===== src/common/wake_pkg.sv =====
// Package for the wake event output block: register map, field positions, timing.
// Assumes a 25 MHz system clock and byte-addressed register port.
package wake_pkg;
	// Register offsets (byte addresses)
	localparam logic [8:0] PWR_MGMT_OFS = 9'h084; // Power management control
	localparam logic [8:0] HARDWARE_CONFIG_REG_OFS = 9'h074; // Hardware config, ready mirror
	localparam logic [8:0] IRQ_STS_OFS = 9'h058; // Interrupt status
	localparam logic [8:0] IRQ_MASK_OFS = 9'h05c; // Interrupt mask
	localparam logic [8:0] CTRL_OFS = 9'h0a0; // Soft reset control
	// Power management control fields, and the ready bit of hardware config
	localparam int READY_BIT = 0;
	localparam int PIN_EN_BIT = 1;
	localparam int POL_BIT = 2;
	localparam int IND_BIT = 3;
	localparam int LAN_STS_BIT = 5;
	localparam int BUF_TYPE_BIT = 6;
	localparam int LAN_EN_BIT = 9;
	localparam int ENERGY_DETECT_ENABLE_P1_BIT = 14;
	localparam int ENERGY_DETECT_ENABLE_P2_BIT = 15;
	localparam int HW_READY_BIT = 27;
	// Interrupt status fields
	localparam int IRQ_WAKE_BIT = 0;
	localparam int IRQ_READY_BIT = 1;
	localparam int IRQ_W = 2;
	// Control register fields
	localparam int SOFT_RST_BIT = 0;
	// Timing
	localparam int CLK_MHZ = 25;
	localparam int PULSE_MS = 50;
	localparam int PULSE_CYC = PULSE_MS * 1000 * CLK_MHZ;
	localparam int SETTLE_CYC = 16;
endpackage


===== src/design/wake_event_output_and_ready.sv =====
// Wake event output driver, power management control register and ready flag.
// Assumes wake and energy-detect event levels come from other clock domains.
//
// Design decisions made here: the register offsets and the strobed register port.
`timescale 1ns/1ns

module wake_event_output_and_ready import wake_pkg::*; #(
	parameter int PULSE_CYCLES = PULSE_CYC, // 50 ms at 25 MHz
	parameter int SETTLE_CYCLES = SETTLE_CYC // Time to stabilise after reset
) (
	input wire logic clock, // System clock, 25 MHz
	input wire logic hardware_reset_pin, // Hardware reset, active low
	input wire logic [8:0] addr, // Register byte address
	input wire logic [31:0] wdata, // Write data
	input wire logic wr_stb, // Write strobe
	input wire logic rd_stb, // Read strobe
	output logic [31:0] rdata, // Read data, cycle after strobe
	input wire logic lan_wake_evt, // Host MAC wake frame or magic packet level
	input wire logic energy_det_p1, // Port 1 energy detect level
	input wire logic energy_det_p2, // Port 2 energy detect level
	input wire logic digital_reset, // Chip digital reset request, same domain
	output logic wake_out_o, // Wake pin output value
	output logic wake_out_oe, // Wake pin output enable
	output logic irq // Interrupt, active high level
);
	localparam int PW = $clog2(PULSE_CYCLES + 1); // Pulse counter width
	localparam int SW = $clog2(SETTLE_CYCLES + 1); // Settle counter width

	// Synchronisers for asynchronous event levels
	logic [2:0] evt_meta_ff; // First stage, read only by second
	logic [2:0] evt_sync_ff; // Second stage, usable
	logic [2:0] evt_prev_ff; // For edge detection
	always_ff @(posedge clock or negedge hardware_reset_pin) begin
		if (!hardware_reset_pin) begin
			evt_meta_ff <= 3'h0;
			evt_sync_ff <= 3'h0;
			evt_prev_ff <= 3'h0;
		end else begin
			evt_meta_ff <= {energy_det_p2, energy_det_p1, lan_wake_evt};
			evt_sync_ff <= evt_meta_ff;
			evt_prev_ff <= evt_sync_ff;
		end
	end

	// Control bits
	logic buf_type_ff; // 1 push-pull, 0 open-drain
	logic polarity_ff; // 1 active high
	logic ind_style_ff; // 1 pulsed
	logic pin_en_ff; // External pin enable
	logic lan_en_ff; // Lan wake source enable
	logic ed1_en_ff; // Port 1 energy detect enable
	logic ed2_en_ff; // Port 2 energy detect enable
	logic lan_sts_ff; // Sticky lan wake status
	logic ready_ff; // Device ready
	logic [SW-1:0] settle_ff; // Settle countdown
	logic soft_rst_ff; // One-cycle soft reset pulse
	logic [IRQ_W-1:0] irq_sts_ff; // Sticky interrupt status
	logic [IRQ_W-1:0] irq_mask_ff; // Interrupt mask
	logic active_ff; // Wake indication active
	logic [PW-1:0] pulse_ff; // Pulse countdown

	// Decode, writes ignored until ready
	wire wr_ok = wr_stb & ready_ff;
	wire wr_pm = wr_ok && (addr == PWR_MGMT_OFS);
	wire wr_sts = wr_ok && (addr == IRQ_STS_OFS);
	wire wr_mask = wr_ok && (addr == IRQ_MASK_OFS);
	wire wr_ctrl = wr_ok && (addr == CTRL_OFS);
	wire sys_rst = soft_rst_ff | digital_reset; // Register-clearing resets

	// Event detection
	wire lan_level = evt_sync_ff[0];
	wire [2:0] evt_rise = evt_sync_ff & ~evt_prev_ff;
	wire lan_rise = evt_rise[0];
	// Each enabled source counts as a wake event
	wire wake_evt = (lan_rise & lan_en_ff) | (evt_rise[1] & ed1_en_ff)
		| (evt_rise[2] & ed2_en_ff);
	wire sts_clr = wr_pm & wdata[LAN_STS_BIT];
	// Status follows source; clear only takes effect once source is gone
	wire nxt_lan_sts = lan_rise | (lan_sts_ff & ~(sts_clr & ~lan_level));

	// Deactivate on status clear or on any source enable being written from 1 to 0
	wire lan_drop = lan_sts_ff & ~nxt_lan_sts;
	wire en_drop = wr_pm & ((lan_en_ff & ~wdata[LAN_EN_BIT])
		| (ed1_en_ff & ~wdata[ENERGY_DETECT_ENABLE_P1_BIT]) | (ed2_en_ff & ~wdata[ENERGY_DETECT_ENABLE_P2_BIT]));
	wire deact = lan_drop | en_drop;

	// Ready rising edge
	wire ready_rise = (settle_ff == SW'(1)); // Counter about to expire

	// Soft-reset-exempt bits: only hardware reset clears them
	always_ff @(posedge clock or negedge hardware_reset_pin) begin
		if (!hardware_reset_pin) begin
			buf_type_ff <= 1'b0;
			polarity_ff <= 1'b0;
		end else if (wr_pm) begin
			buf_type_ff <= wdata[BUF_TYPE_BIT];
			polarity_ff <= wdata[POL_BIT];
		end
	end

	// Ordinary control bits, cleared by soft or digital reset
	always_ff @(posedge clock or negedge hardware_reset_pin) begin
		if (!hardware_reset_pin) begin
			{ind_style_ff, pin_en_ff, lan_en_ff, ed1_en_ff, ed2_en_ff} <= 5'h00;
			lan_sts_ff <= 1'b0;
		end else if (sys_rst) begin
			{ind_style_ff, pin_en_ff, lan_en_ff, ed1_en_ff, ed2_en_ff} <= 5'h00;
			lan_sts_ff <= 1'b0;
		end else begin
			lan_sts_ff <= nxt_lan_sts;
			if (wr_pm) begin
				ind_style_ff <= wdata[IND_BIT];
				pin_en_ff <= wdata[PIN_EN_BIT];
				lan_en_ff <= wdata[LAN_EN_BIT];
				ed1_en_ff <= wdata[ENERGY_DETECT_ENABLE_P1_BIT];
				ed2_en_ff <= wdata[ENERGY_DETECT_ENABLE_P2_BIT];
			end
		end
	end

	// Soft reset pulse, self-clearing
	always_ff @(posedge clock or negedge hardware_reset_pin) begin
		if (!hardware_reset_pin)
			soft_rst_ff <= 1'b0;
		else
			soft_rst_ff <= wr_ctrl & wdata[SOFT_RST_BIT];
	end

	// Ready: held low during any reset, set after settle count
	always_ff @(posedge clock or negedge hardware_reset_pin) begin
		if (!hardware_reset_pin) begin
			ready_ff <= 1'b0;
			settle_ff <= SW'(SETTLE_CYCLES);
		end else if (sys_rst) begin
			ready_ff <= 1'b0;
			settle_ff <= SW'(SETTLE_CYCLES);
		end else if (settle_ff != '0) begin
			settle_ff <= settle_ff - SW'(1);
			ready_ff <= ready_rise;
		end
	end

	// Interrupt status: set wins over write-one clear
	wire [IRQ_W-1:0] irq_set;
	assign irq_set[IRQ_WAKE_BIT] = wake_evt;
	assign irq_set[IRQ_READY_BIT] = ready_rise & ~sys_rst;
	wire [IRQ_W-1:0] irq_clr = wr_sts ? wdata[IRQ_W-1:0] : '0;
	always_ff @(posedge clock or negedge hardware_reset_pin) begin
		if (!hardware_reset_pin) begin
			irq_sts_ff <= '0;
			irq_mask_ff <= '0;
		end else if (sys_rst) begin
			irq_sts_ff <= '0;
			irq_mask_ff <= '0;
		end else begin
			irq_sts_ff <= irq_set | (irq_sts_ff & ~irq_clr);
			if (wr_mask)
				irq_mask_ff <= wdata[IRQ_W-1:0];
		end
	end

	// Interrupt output straight from flip-flop
	wire nxt_irq = |(irq_sts_ff & irq_mask_ff);
	always_ff @(posedge clock or negedge hardware_reset_pin) begin
		if (!hardware_reset_pin)
			irq <= 1'b0;
		else
			irq <= nxt_irq;
	end

	// Indication state: static latches, pulse counts down, restart on new event
	always_ff @(posedge clock or negedge hardware_reset_pin) begin
		if (!hardware_reset_pin) begin
			active_ff <= 1'b0;
			pulse_ff <= '0;
		end else if (sys_rst | deact) begin
			active_ff <= 1'b0;
			pulse_ff <= '0;
		end else if (wake_evt) begin
			active_ff <= 1'b1;
			pulse_ff <= PW'(PULSE_CYCLES);
		end else if (ind_style_ff && active_ff) begin
			// Pulse mode times out; static stays until deactivated
			pulse_ff <= pulse_ff - PW'(1);
			if (pulse_ff == PW'(1))
				active_ff <= 1'b0;
		end
	end

	// Pin driver selection
	wire assert_pin = active_ff & pin_en_ff;
	// Open-drain: pull low while asserted, float otherwise
	wire od_oe = assert_pin;
	// Push-pull: always driven, level from polarity
	// Active drives the polarity level, idle drives its inverse
	// Polarity only matters here; open-drain ignores it
	wire pp_val = assert_pin ~^ polarity_ff;
	wire nxt_o = buf_type_ff ? pp_val : 1'b0;
	wire nxt_oe = buf_type_ff ? 1'b1 : od_oe;
	always_ff @(posedge clock or negedge hardware_reset_pin) begin
		if (!hardware_reset_pin) begin
			wake_out_o <= 1'b0;
			wake_out_oe <= 1'b0; // Float until configured
		end else begin
			wake_out_o <= nxt_o;
			wake_out_oe <= nxt_oe;
		end
	end

	// Read mux; unmapped addresses read zero
	logic [31:0] pm_word; // Assembled control word
	always_comb begin
		pm_word = 32'h0000_0000;
		pm_word[READY_BIT] = ready_ff;
		pm_word[PIN_EN_BIT] = pin_en_ff;
		pm_word[POL_BIT] = polarity_ff;
		pm_word[IND_BIT] = ind_style_ff;
		pm_word[LAN_STS_BIT] = lan_sts_ff;
		pm_word[BUF_TYPE_BIT] = buf_type_ff;
		pm_word[LAN_EN_BIT] = lan_en_ff;
		pm_word[ENERGY_DETECT_ENABLE_P1_BIT] = ed1_en_ff;
		pm_word[ENERGY_DETECT_ENABLE_P2_BIT] = ed2_en_ff;
	end
	// Hardware config holds only the ready mirror here
	wire [31:0] hw_word = {4'h0, ready_ff, 27'h0000000};
	wire [31:0] nxt_rdata =
		(addr == PWR_MGMT_OFS) ? pm_word :
		(addr == HARDWARE_CONFIG_REG_OFS) ? hw_word :
		(addr == IRQ_STS_OFS) ? {30'h0, irq_sts_ff} :
		(addr == IRQ_MASK_OFS) ? {30'h0, irq_mask_ff} :
		(addr == CTRL_OFS) ? {31'h0, soft_rst_ff} : 32'h0000_0000;
	// Reads work before ready so the host can poll; data stands one cycle
	always_ff @(posedge clock or negedge hardware_reset_pin) begin
		if (!hardware_reset_pin)
			rdata <= 32'h0000_0000;
		else
			rdata <= rd_stb ? nxt_rdata : 32'h0000_0000;
	end

	// Checks
	// Ready copy in hardware config reads back what the flag held
	chk_ready_mirror: assert property (@(posedge clock) disable iff (!hardware_reset_pin)
		(rd_stb && addr == HARDWARE_CONFIG_REG_OFS) |=> rdata[HW_READY_BIT] == $past(ready_ff))
		else $error("ready mirror differs");
	// Any register-clearing reset drops ready
	chk_ready_reset: assert property (@(posedge clock) disable iff (!hardware_reset_pin)
		sys_rst |=> !ready_ff)
		else $error("ready not cleared by reset");
	// Early writes must not touch even the exempt bits
	chk_write_gate: assert property (@(posedge clock) disable iff (!hardware_reset_pin)
		(wr_stb && !ready_ff && addr == PWR_MGMT_OFS)
		|=> $stable({buf_type_ff, polarity_ff, pin_en_ff}))
		else $error("write accepted before ready");
	// Ready rising always leaves its status bit behind
	chk_ready_irq: assert property (@(posedge clock) disable iff (!hardware_reset_pin)
		$rose(ready_ff) |-> irq_sts_ff[IRQ_READY_BIT])
		else $error("ready status not set");
	// Unmasked ready status raises the line
	chk_irq_raise: assert property (@(posedge clock) disable iff (!hardware_reset_pin)
		(irq_sts_ff[IRQ_READY_BIT] && irq_mask_ff[IRQ_READY_BIT]) |=> irq)
		else $error("ready interrupt missing");
	// Soft and digital reset leave the exempt bits alone
	chk_exempt_keep: assert property (@(posedge clock) disable iff (!hardware_reset_pin)
		(sys_rst && !wr_pm) |=> ($stable(buf_type_ff) && $stable(polarity_ff)))
		else $error("exempt bit lost in reset");

	// Open-drain never drives high
	chk_od_low: assert property (@(posedge clock) disable iff (!hardware_reset_pin)
		(!buf_type_ff && $past(!buf_type_ff)) |-> !wake_out_o)
		else $error("open drain drove high");
	// Open-drain sinks low while asserted
	chk_od_sink: assert property (@(posedge clock) disable iff (!hardware_reset_pin)
		(!$past(buf_type_ff) && $past(assert_pin)) |-> (wake_out_oe && !wake_out_o))
		else $error("open drain not sinking");
	// Open-drain lets go of the net when idle
	chk_od_float: assert property (@(posedge clock) disable iff (!hardware_reset_pin)
		(!$past(buf_type_ff) && !$past(assert_pin)) |-> !wake_out_oe)
		else $error("open drain not floating");
	// Disabled open-drain pin stays off the net
	chk_pin_gate: assert property (@(posedge clock) disable iff (!hardware_reset_pin)
		(!pin_en_ff && !buf_type_ff) |=> !wake_out_oe)
		else $error("disabled pin asserted");
	// Push-pull always drives the net
	chk_pp_drive: assert property (@(posedge clock) disable iff (!hardware_reset_pin)
		$past(buf_type_ff) |-> wake_out_oe)
		else $error("push pull not driving");
	// Push-pull active level follows polarity
	chk_pp_active: assert property (@(posedge clock) disable iff (!hardware_reset_pin)
		($past(buf_type_ff) && $past(assert_pin)) |-> wake_out_o == $past(polarity_ff))
		else $error("active level wrong");
	// Push-pull idle level is the opposite one
	chk_pp_idle: assert property (@(posedge clock) disable iff (!hardware_reset_pin)
		($past(buf_type_ff) && !$past(assert_pin)) |-> wake_out_o != $past(polarity_ff))
		else $error("idle level wrong");

	// Events flag an interrupt whatever the pin enable
	chk_irq_nogate: assert property (@(posedge clock) disable iff (!hardware_reset_pin)
		(wake_evt && !sys_rst) |=> irq_sts_ff[IRQ_WAKE_BIT])
		else $error("wake event lost");
	// Port 1 energy detect flags like lan wake
	chk_ed_irq: assert property (@(posedge clock) disable iff (!hardware_reset_pin)
		(evt_rise[1] && ed1_en_ff && !sys_rst) |=> irq_sts_ff[IRQ_WAKE_BIT])
		else $error("energy detect lost");
	// Enabled lan wake starts the indication
	chk_lan_activate: assert property (@(posedge clock) disable iff (!hardware_reset_pin)
		(lan_rise && lan_en_ff && !sys_rst && !deact) |=> active_ff)
		else $error("lan wake not indicated");
	// Lan wake rise sets the sticky status
	chk_lan_set: assert property (@(posedge clock) disable iff (!hardware_reset_pin)
		(lan_rise && !sys_rst) |=> lan_sts_ff)
		else $error("lan status not set");
	// Status survives a clear while the source lives
	chk_sts_hold: assert property (@(posedge clock) disable iff (!hardware_reset_pin)
		(lan_sts_ff && lan_level && !sys_rst) |=> lan_sts_ff)
		else $error("status cleared with live source");

	// Event mid-pulse reloads the full count
	chk_pulse_restart: assert property (@(posedge clock) disable iff (!hardware_reset_pin)
		(wake_evt && !sys_rst && !deact) |=> (active_ff && pulse_ff == PW'(PULSE_CYCLES)))
		else $error("pulse not restarted");
	// Pulse ends when the count runs out
	chk_pulse_end: assert property (@(posedge clock) disable iff (!hardware_reset_pin)
		(ind_style_ff && active_ff && pulse_ff == PW'(1) && !wake_evt) |=> !active_ff)
		else $error("pulse overran");
	// Static style holds until deactivated
	chk_static_hold: assert property (@(posedge clock) disable iff (!hardware_reset_pin)
		(!ind_style_ff && active_ff && !deact && !sys_rst) |=> active_ff)
		else $error("static indication dropped");
	// Deactivation drops the indication next cycle and floats an open-drain pin the cycle after
	chk_deact_out: assert property (@(posedge clock) disable iff (!hardware_reset_pin)
		deact |=> !active_ff ##1 ($past(buf_type_ff) || !wake_out_oe))
		else $error("output not deactivated");
endmodule // wake_event_output_and_ready


===== config.mk =====
export PLATFORM = sky130hd
export DESIGN_NAME = wake_event_output_and_ready
export DESIGN_NICKNAME = d
export VERILOG_FILES = /design/src/common/wake_pkg.sv /design/src/design/wake_event_output_and_ready.sv
export SDC_FILE = /design/constraint.sdc
export NUM_CORES = 1
export LEC_CHECK = 0
export BUFFER_PORTS_ARGS = -buffer_cell sky130_fd_sc_hd__buf_4
export CORE_MARGIN = 5
export CORE_UTILIZATION = 52
export DETAILED_ROUTE_END_ITERATION = 10
export PLACE_DENSITY = 0.79
export SLEW_MARGIN = 20
export SYNTH_ARGS = -nofsm -noshare
export SYNTH_HDL_FRONTEND = slang
export SYNTH_SLANG_ARGS = --single-unit

===== constraint.sdc =====
create_clock -name clock -period 2.6 [get_ports clock]
set_input_delay 0.26 -clock clock [delete_from_list [all_inputs] [get_ports clock]]
set_output_delay 0.26 -clock clock [all_outputs]
set_load 0.05 [all_outputs]

==> flow_summary_export.csv, run 1 <==
group,metric,value,unit
sta,rsz0062_at_grt,"no",
floorplan,pin_count,84,
sta,hold_slack,-14.2,ps
cells_and_area,layout-drive-gt1-share,21.0,%
floorplan,fp.dieW,86.4,microns
cells_and_area,fin_area,3550,sq um
yosys,ys.flop_type,"dfrtp_1",
grt,grt_pass1_wl,10.2,mm
floorplan,initial_core_util,54.4,%
sta,period_minus_slack,2010,ps
cells_and_area,area_growth,16.9,%
critical_path,crit_path_start_kind,"register",
critical_path,cp.arrival,2210,ps
yosys,syn_inst,296,
power_and_ir_drop,p_leak,1.70,nW
route,via_per_inst,5.27,
placed_design,io_buffers,38,
outcome,violations,"negative hold slack",
critical_path,critPathMaxFanout,5,
clocking,cts_htree_levels,3,
cells_and_area,final_common_cell,"dfrtp_1",
route,first_pass_iters,5,
job,max_cap_viol_count,0,
power_and_ir_drop,vdd_drop_max,498,uV
grt,grt.total_usage,17.7,%
sta,slew-limit-headroom,49.2,%
route,drt-total-wl,6.05,mm
floorplan,row_count,27,
critical_path,worstSetupPathType,"register to register",
yosys,synth.yosys.warnings,0,
yosys,yosysSeqAreaShare,52.0,%
clocking,cts_root_buf,"clkbuf_8",
placed_design,place_hpwl,4.26,mm
clocking,holdBufCountCts,0,
sta,final_max_slew_viol_count,0,
clocking,cts.clk_slew.worst_paths,60,ps
route,via_count,2212,
yosys,avgSynthCellArea,10.2,sq um
cells_and_area,nets,397,
floorplan,die_height,86.4,microns
critical_path,cp.required,2800,ps
clocking,cts.path.max_buffers,2,
placed_design,gp_congestion,0.837,
route,drt_iter0_drc,142,
yosys,yosys_register_bits,63,
route,ant_nets,0,
cells_and_area,final_core_util,63.6,%
clocking,cts_tree,"yes",
route,drc,0,
yosys,ys_types,49,
critical_path,crit_path_end_kind,"register",
floorplan,core_area,5570,sq um
yosys,ys_async_sr_fraction,100,%
sta,setup_viol,0,
grt,grt_max_degree,64,
clocking,worstSkewPairLatency,340,ps
cells_and_area,layout_common_cells,"dfrtp_1, nor2_1, buf_4",
sta,fmax,497,MHz
route,wl_per_cell,14.4,microns
min_path,hold_class,"input port to asynchronous set/reset pin",
placed_design,dpl_cell_area,3350,sq um
cells_and_area,finalNonFillerCells,420,
sta,hold_violations,10,
sta,tns,0,ps
outcome,status,"finished with violations",
cells_and_area,antennaDiodeCount,0,
clocking,ctsResizeCount,0,
clocking,post_cts_buffers,0,
clocking,cts_buffers,9,
sta,fin_worst_skew,10.4,ps
sta,worst_slew_pin_slew,762,ps
yosys,synth_area,3030,sq um
placed_design,place_inst,404,
grt,antenna_found_initial,0,
clocking,cts_sinks,63,
power_and_ir_drop,p_per_area,620,nW/um^2
floorplan,fp.dieArea,7460,sq um
grt,grt_pass1_vias,2192,
yosys,synth_edf_count,0,
sta,final.period_utilization,77.3,%
grt,grt_overflow,0,
==> layer usage <==
metal / up-vias / part of all wire, % / routed length (microns) / track usage [%]
li1: 1057 / - / - / -
met1: 1071 / 42 / 2520 / 22.2
met2: 74 / 49 / 2950 / 28.1
met3: 10 / 7.8 / 472 / 4.85
met4: 0 / 1.9 / 118 / 8.78
met5: - / 0 / 0 / 0
==> cell families (layout without fill, tap and decap cells) <==
kind of cell / count (synthesis) / after routing / share of synthesized area [%]
XOR/XNOR: 21 / 21 / 6.06
multiplexers: 10 / 10 / 3.47
other: 1 / 22 / 0.124
adder cells (fa/ha/maj): 5 / 5 / 2.06
buffers and inverters: 37 / 68 / 7.47
flip-flops: 63 / 63 / 52.0
AND/OR/NAND/NOR: 125 / 125 / 21.6
AO/OA/AOI/OAI: 34 / 34 / 7.18
==> state kept, by name (all words and copies together) (netlist names), 2 cells and up <==
register,cells
pulse_ff,21
rdata,10
settle_ff,5
evt_meta_ff,3
evt_prev_ff,3
evt_sync_ff,3
irq_mask_ff,2
irq_sts_ff,2
==> worst max-delay path, stage by stage (launching register included) <==
cell and delay (ps):
dfrtp_1 430, or3_2 550, nor4b_2 470, nor2b_1 220, xnor2_1 130, a21oi_1 80
==> synthesized netlist by cell type (all sizes together) (4+ instances only) <==
library cell,number,share of area (%)
nor2,44,5.4
inv,9,1.1
and3,9,1.9
xnor2,11,3.2
dfrtp,62,51
o21ai,4,0.66
ha,5,2.1
mux2i,6,2.0
nand3,4,0.66
nor4,8,2.1
xor2,10,2.9
buf,24,5.9
clkbuf,4,0.49
mux2,4,1.5
nand2,24,3.0
a21oi,16,2.8
nor3,8,1.3
==> path summary, 6_finish.rpt <==
path                       cells after the start  slack [ps]                from             end
setup / recovery                               5         590         pulse_ff[3]     pulse_ff[7]
hold / removal                                 1         -10  hardware_reset_pin  evt_meta_ff[0]
setup reg to reg                               5         590         pulse_ff[3]     pulse_ff[7]
hold reg to reg                                0         350      evt_meta_ff[2]  evt_sync_ff[2]
max in group asynchronous                      1        2100  hardware_reset_pin     pulse_ff[5]
min in group clock                             1          20        lan_wake_evt  evt_meta_ff[0]
==> report_power, final <==
part / internal, mW / leakage [nW] / switching (mW)
logic: 0.114 / 0.755 / 0.207
registers: 1.03 / 0.850 / 0.0376
clock network: 0.449 / 0.0987 / 0.363
total: 1.59 / 1.70 / 0.608
==> final cells by class <==
cell class / count / area (sq um)
sequential: 63 / 1580
inverter: 9 / 33.8
clock inverter: 2 / 12.5
clock buffer: 14 / 183
multi-input combinational: 217 / 1310
timing repair buffer: 43 / 335
fill: 465 / 2030
tap: 72 / 90.1
==> metrics by stage <==
stage / hold slack (ps) / total power, mW / worst slack, ps
floorplan: -35.6 / 1.33 / 737
global placement: 333 / 1.39 / 420
detailed placement: 346 / 1.40 / 401
CTS: 9.60 / 2.21 / 585
global route: 9.18 / 2.30 / 444
finish: -14.2 / 2.20 / 589
No activity file was read; power rests on OpenSTA's default activity.
==> run 2, diff against run 1 <==
clock period = 1.88 ns   (was 2.6 ns; I/O delays follow)
==> flow_summary_export.csv, run 2 (synthesis gave the netlist of run 1 again) <==
group,metric,value,unit
grt,grt_overflow,0,
sta,hold_slack,51.9,ps
route,wl_per_cell,13.9,microns
critical_path,cp_slowest_stage_delay,420,ps
route,first_pass_iters,4,
sta,final_max_slew_viol_count,0,
grt,grt.total_usage,17.7,%
floorplan,die_height,86.4,microns
clocking,cts_buffers,9,
critical_path,r2r_start,"pulse_ff[4]",
placed_design,gp_congestion,0.845,
cells_and_area,nets,429,
floorplan,row_count,27,
critical_path,cp.arrival,2060,ps
sta,rsz0062_at_grt,"yes",
sta,final.setup.worst_slack,37.1,ps
min_path,min_from,"wdata[0]",
critical_path,crit_family,"simple AND/OR/NAND/NOR gates",
floorplan,initial_core_util,54.4,%
cells_and_area,antennaDiodeCount,0,
sta,setup_viol,0,
route,drc,0,
clocking,cts_htree_levels,3,
clocking,worstSkewPairLatency,350,ps
route,via_per_inst,5.24,
min_path,holdPathEnd,"irq_sts_ff[0]",
sta,fmax,543,MHz
critical_path,crit_cells,7,
sta,fin_worst_skew,9.44,ps
cells_and_area,layout_common_cells,"buf_4, dfrtp_1, nor2_1",
sta,hold_violations,0,
clocking,cts.path.max_buffers,2,
critical_path,path_common_cell,"buf_4",
cells_and_area,fin_area,3820,sq um
job,max_cap_viol_count,0,
cells_and_area,largest_register_ffs,21,
cells_and_area,largestRegisters,"pulse_ff (21), rdata (10), settle_ff (5)",
placed_design,place_inst,423,
cells_and_area,layout-drive-gt1-share,27.1,%
power_and_ir_drop,vdd_drop_max,689,uV
critical_path,rrSetupSlack,40,ps
placed_design,dpl_cell_area,3510,sq um
clocking,cts_root_buf,"clkbuf_8",
floorplan,pin_count,84,
grt,grt_pass1_wl,10.5,mm
critical_path,crit_path_start_kind,"register",
critical_path,r2r-end,"pulse_ff[12]",
cells_and_area,area_growth,26.0,%
sta,final.period_utilization,98.0,%
power_and_ir_drop,p_per_area,797,nW/um^2
critical_path,path_cells,"or3_4 -> buf_6 -> nor4_4 -> buf_4 -> buf_4 -> xnor2_1 -> a21oi_1",
route,ant_nets,0,
critical_path,critPathMaxFanout,4,
critical_path,reg2regPathDepth,7,
clocking,cts.clk_slew.worst_paths,80,ps
placed_design,pre_cts_ws,-92.8,ps
floorplan,core_area,5570,sq um
grt,grt_pass1_vias,2382,
cells_and_area,regMostFlops,"pulse_ff",
sta,worst_slew_pin_slew,769,ps
clocking,cts_sinks,63,
placed_design,io_buffers,38,
critical_path,crit_path_end_kind,"register",
sta,slew-limit-headroom,48.7,%
cells_and_area,final.fill_count,438,
critical_path,path_buf_inv,3,
grt,antenna_found_initial,0,
critical_path,slowest_stage,"or3_4",
route,drt_iter0_drc,138,
sta,period_minus_slack,1840,ps
route,via_count,2367,
clocking,cts_tree,"yes",
power_and_ir_drop,p_leak,1.87,nW
floorplan,fp.dieArea,7460,sq um
cells_and_area,finalNonFillerCells,452,
cells_and_area,final_common_cell,"buf_4",
critical_path,cp.required,2100,ps
min_path,hold_class,"input port to register",
route,drt-total-wl,6.28,mm
min_path,min_delay_path_depth,2,
floorplan,fp.dieW,86.4,microns
placed_design,place_hpwl,4.55,mm
power_and_ir_drop,power.total,3.05,mW
critical_path,worstSetupPathType,"register to register",
outcome,status,"complete, no violations",
grt,grt_max_degree,64,
run 2: changes by cell type in the layout (fill, tap and decap cells not counted), moves of 3 or more:
cell           previous run  this run
inv_6                     0         4
dlygate4sd3_1             0         4
clkbuf_8                 13        10
buf_4                    42        68
run 2: how the worst max path moves through the flow:
stage                            from      endpoint  slack [ps]
after detailed placement      addr[5]   pulse_ff[2]         -90
after global placement        addr[5]   pulse_ff[2]         -40
after global routing      pulse_ff[4]  pulse_ff[18]         -50
after CTS                 pulse_ff[7]  pulse_ff[16]         0.8
after floorplan           pulse_ff[7]  pulse_ff[20]          20
final                     pulse_ff[4]  pulse_ff[12]          40
run 2: layer usage:
| metal | wire length, microns | GRT usage, % | vias up |
|---|---|---|---|
| li1 | - | - | 1131 |
| met1 | 2540 | 21.2 | 1131 |
| met2 | 3130 | 30.3 | 94 |
| met3 | 529 | 5.99 | 11 |
| met4 | 91 | 5.38 | 0 |
| met5 | 0 | 0 | - |
run 2: stage by stage:
| stage | utilization (%) | TNS [ps] |
|---|---|---|
| after floorplan | - | 0 |
| after global placement | 62.9 | -504 |
| after detailed placement | 62.9 | -1600 |
| after CTS | 67.2 | 0 |
| after global routing | 68.6 | -168 |
| final | 68.6 | 0 |
run 2: what timing repair did:
item,CTS,global route
pin swaps,0,8
resized for setup,2,3
hold buffers,4,0
gates cloned,0,0
endpoints found under the setup margin,4,6
buffers inserted,0,9
hold endpoints to repair,65,0
run 2: area by class of cell:
type / instances / area (sq um) / share of cell area [%]
Clock buffer: 10 / 138 / 3.60
Clock inverter: 6 / 50.0 / 1.31
Inverter: 9 / 33.8 / 0.884
Multi-Input combinational cell: 217 / 1330 / 34.8
Sequential cell: 63 / 1580 / 41.3
Tap cell: 72 / 90.1 / 2.36
Timing Repair Buffer: 75 / 602 / 15.7
run 2: power by group:
group | total, mW | internal, mW | switching, mW | leakage, nW
Sequential | 1.47 | 1.42 | 0.0500 | 0.850
Clock | 1.11 | 0.532 | 0.575 | 0.0903
Combinational | 0.470 | 0.173 | 0.297 | 0.932
==> run 3, diff against run 2 <==
CELL_PAD_IN_SITES_DETAIL_PLACEMENT = 0   (was unset)
CELL_PAD_IN_SITES_GLOBAL_PLACEMENT = 1   (was unset)
CORE_UTILIZATION = 40   (was 52)
PLACE_DENSITY = unset   (was 0.79)
PLACE_DENSITY_LB_ADDON = 0.1   (was unset)
==> flow_summary_export.csv, run 3 (synthesis gave the netlist of run 1 again) <==
group,metric,value,unit
route,drt-total-wl,6.25,mm
cells_and_area,nets,429,
critical_path,r2r_start,"pulse_ff[6]",
sta,rsz0062_at_grt,"yes",
cells_and_area,largestRegisters,"pulse_ff (21), rdata (10), settle_ff (5)",
power_and_ir_drop,vdd_drop_max,512,uV
clocking,cts.clk_slew.worst_paths,70,ps
clocking,cts_buffers,9,
min_path,holdPathEnd,"irq_sts_ff[0]",
placed_design,place_hpwl,4.52,mm
cells_and_area,regMostFlops,"pulse_ff",
route,via_per_inst,4.64,
critical_path,cp.required,2140,ps
critical_path,crit_path_start_kind,"register",
cells_and_area,largest_register_ffs,21,
critical_path,slowest_stage,"or4_4",
clocking,cts.path.max_buffers,2,
cells_and_area,final_common_cell,"buf_4",
placed_design,io_buffers,38,
clocking,cts_tree,"yes",
power_and_ir_drop,p_leak,1.87,nW
floorplan,fp.dieArea,9420,sq um
placed_design,place_inst,457,
critical_path,cp_slowest_stage_delay,560,ps
critical_path,r2r-end,"pulse_ff[18]",
sta,tns,-16.3,ps
grt,grt.total_usage,14.1,%
critical_path,cp.arrival,2150,ps
clocking,cts_sinks,63,
route,drt_iter0_drc,75,
cells_and_area,antennaDiodeCount,0,
cells_and_area,layout_common_cells,"buf_4, dfrtp_1, nor2_1",
critical_path,rrSetupSlack,-20,ps
cells_and_area,layout-drive-gt1-share,26.8,%
floorplan,fp.dieW,97.1,microns
sta,fin_worst_skew,12.9,ps
critical_path,reg2regPathDepth,6,
route,wl_per_cell,13.0,microns
floorplan,row_count,31,
sta,final.setup.worst_slack,-16.3,ps
grt,grt_max_degree,43,
route,via_count,2223,
min_path,min_from,"wdata[0]",
critical_path,path_cells,"or4_4 -> nor4_4 -> buf_4 -> nand3b_1 -> xor2_1 -> nor2_1",
sta,period_minus_slack,1900,ps
cells_and_area,area_growth,27.4,%
grt,grt_overflow,0,
job,max_cap_viol_count,0,
min_path,hold_class,"input port to register",
grt,grt_pass1_vias,2126,
power_and_ir_drop,p_per_area,800,nW/um^2
clocking,cts_root_buf,"clkbuf_8",
route,ant_nets,0,
sta,fmax,527,MHz
sta,final_max_slew_viol_count,0,
cells_and_area,finalNonFillerCells,479,
floorplan,die_height,97.1,microns
sta,hold_violations,0,
min_path,min_delay_path_depth,2,
cells_and_area,fin_area,3860,sq um
placed_design,dpl_cell_area,3600,sq um
floorplan,core_area,7330,sq um
floorplan,initial_core_util,41.4,%
critical_path,crit_path_end_kind,"register",
clocking,cts_htree_levels,3,
floorplan,pin_count,84,
grt,grt_pass1_wl,10.6,mm
sta,final.period_utilization,101,%
grt,antenna_found_initial,0,
sta,setup_viol,1,
critical_path,worstSetupPathType,"register to register",
critical_path,critPathMaxFanout,4,
outcome,status,"finished with violations",
placed_design,gp_congestion,0.800,
route,drc,0,
clocking,worstSkewPairLatency,340,ps
route,first_pass_iters,4,
outcome,violations,"negative setup slack",
run 3: per-layer routing:
metal / track usage (%) / vias to the layer above / part of all wire (%)
li1: - / 1126 / -
met1: 19.4 / 1028 / 47
met2: 20.5 / 57 / 45
met3: 3.73 / 12 / 6.0
met4: 6.70 / 0 / 1.7
met5: 0 / - / 0
run 3: worst max-delay path by stage:
stage / to / cells past startpoint / from
floorplan: pulse_ff[20] / 5 / pulse_ff[7]
global placement: pulse_ff[2] / 8 / addr[5]
detailed placement: pulse_ff[2] / 8 / addr[5]
CTS: pulse_ff[16] / 6 / pulse_ff[7]
global route: pulse_ff[18] / 6 / pulse_ff[6]
finish: pulse_ff[18] / 6 / pulse_ff[6]
run 3: critical path, delay by kind of cell (launching register included):
family                    cells  cell delay (ps)
and+or+nand+nor               4             1070
buffers and inverters         1              180
DFF                           1              380
xor gates and xnor gates      1              180
run 3: layout make-up:
| type | instances | area (sq um) |
|---|---|---|
| clock buffers | 12 | 145 |
| clock inverters | 4 | 45.0 |
| flip-flops and latches | 63 | 1580 |
| inverters | 9 | 33.8 |
| multi-input cells | 217 | 1330 |
| repair buffers | 75 | 611 |
| fillers | 664 | 3470 |
| well taps | 99 | 124 |
run 3: through the flow:
step	hold slack (ps)	utilization, %	worst slack, ps	total power [mW]
6_report	64.0	52.7	-16.3	3.09
5_1_grt	72.5	52.7	-132	3.25
4_1_cts	48.7	52.4	24.3	3.13
3_5_place_dp	101	49.2	-72.3	1.97
3_3_place_gp	98.8	49.2	-73.0	1.96
2_1_floorplan	-108	-	16.6	1.84
run 3: repair_timing:
item                                    in CTS  in global routing
pin swaps                                    0                  7
endpoints found under the setup margin       1                  5
hold buffers                                 4                  0
endpoints found under the hold margin       24                  0
gates cloned                                 0                  0
gates resized for setup                      1                  3
setup buffers                                0                  2
run 3: power breakdown:
| group | switching (mW) | internal, mW | total (mW) | leakage [nW] |
|---|---|---|---|---|
| combinational | 0.290 | 0.186 | 0.476 | 0.924 |
| clock | 0.495 | 0.643 | 1.14 | 0.100 |
| sequential | 0.0541 | 1.42 | 1.48 | 0.850 |
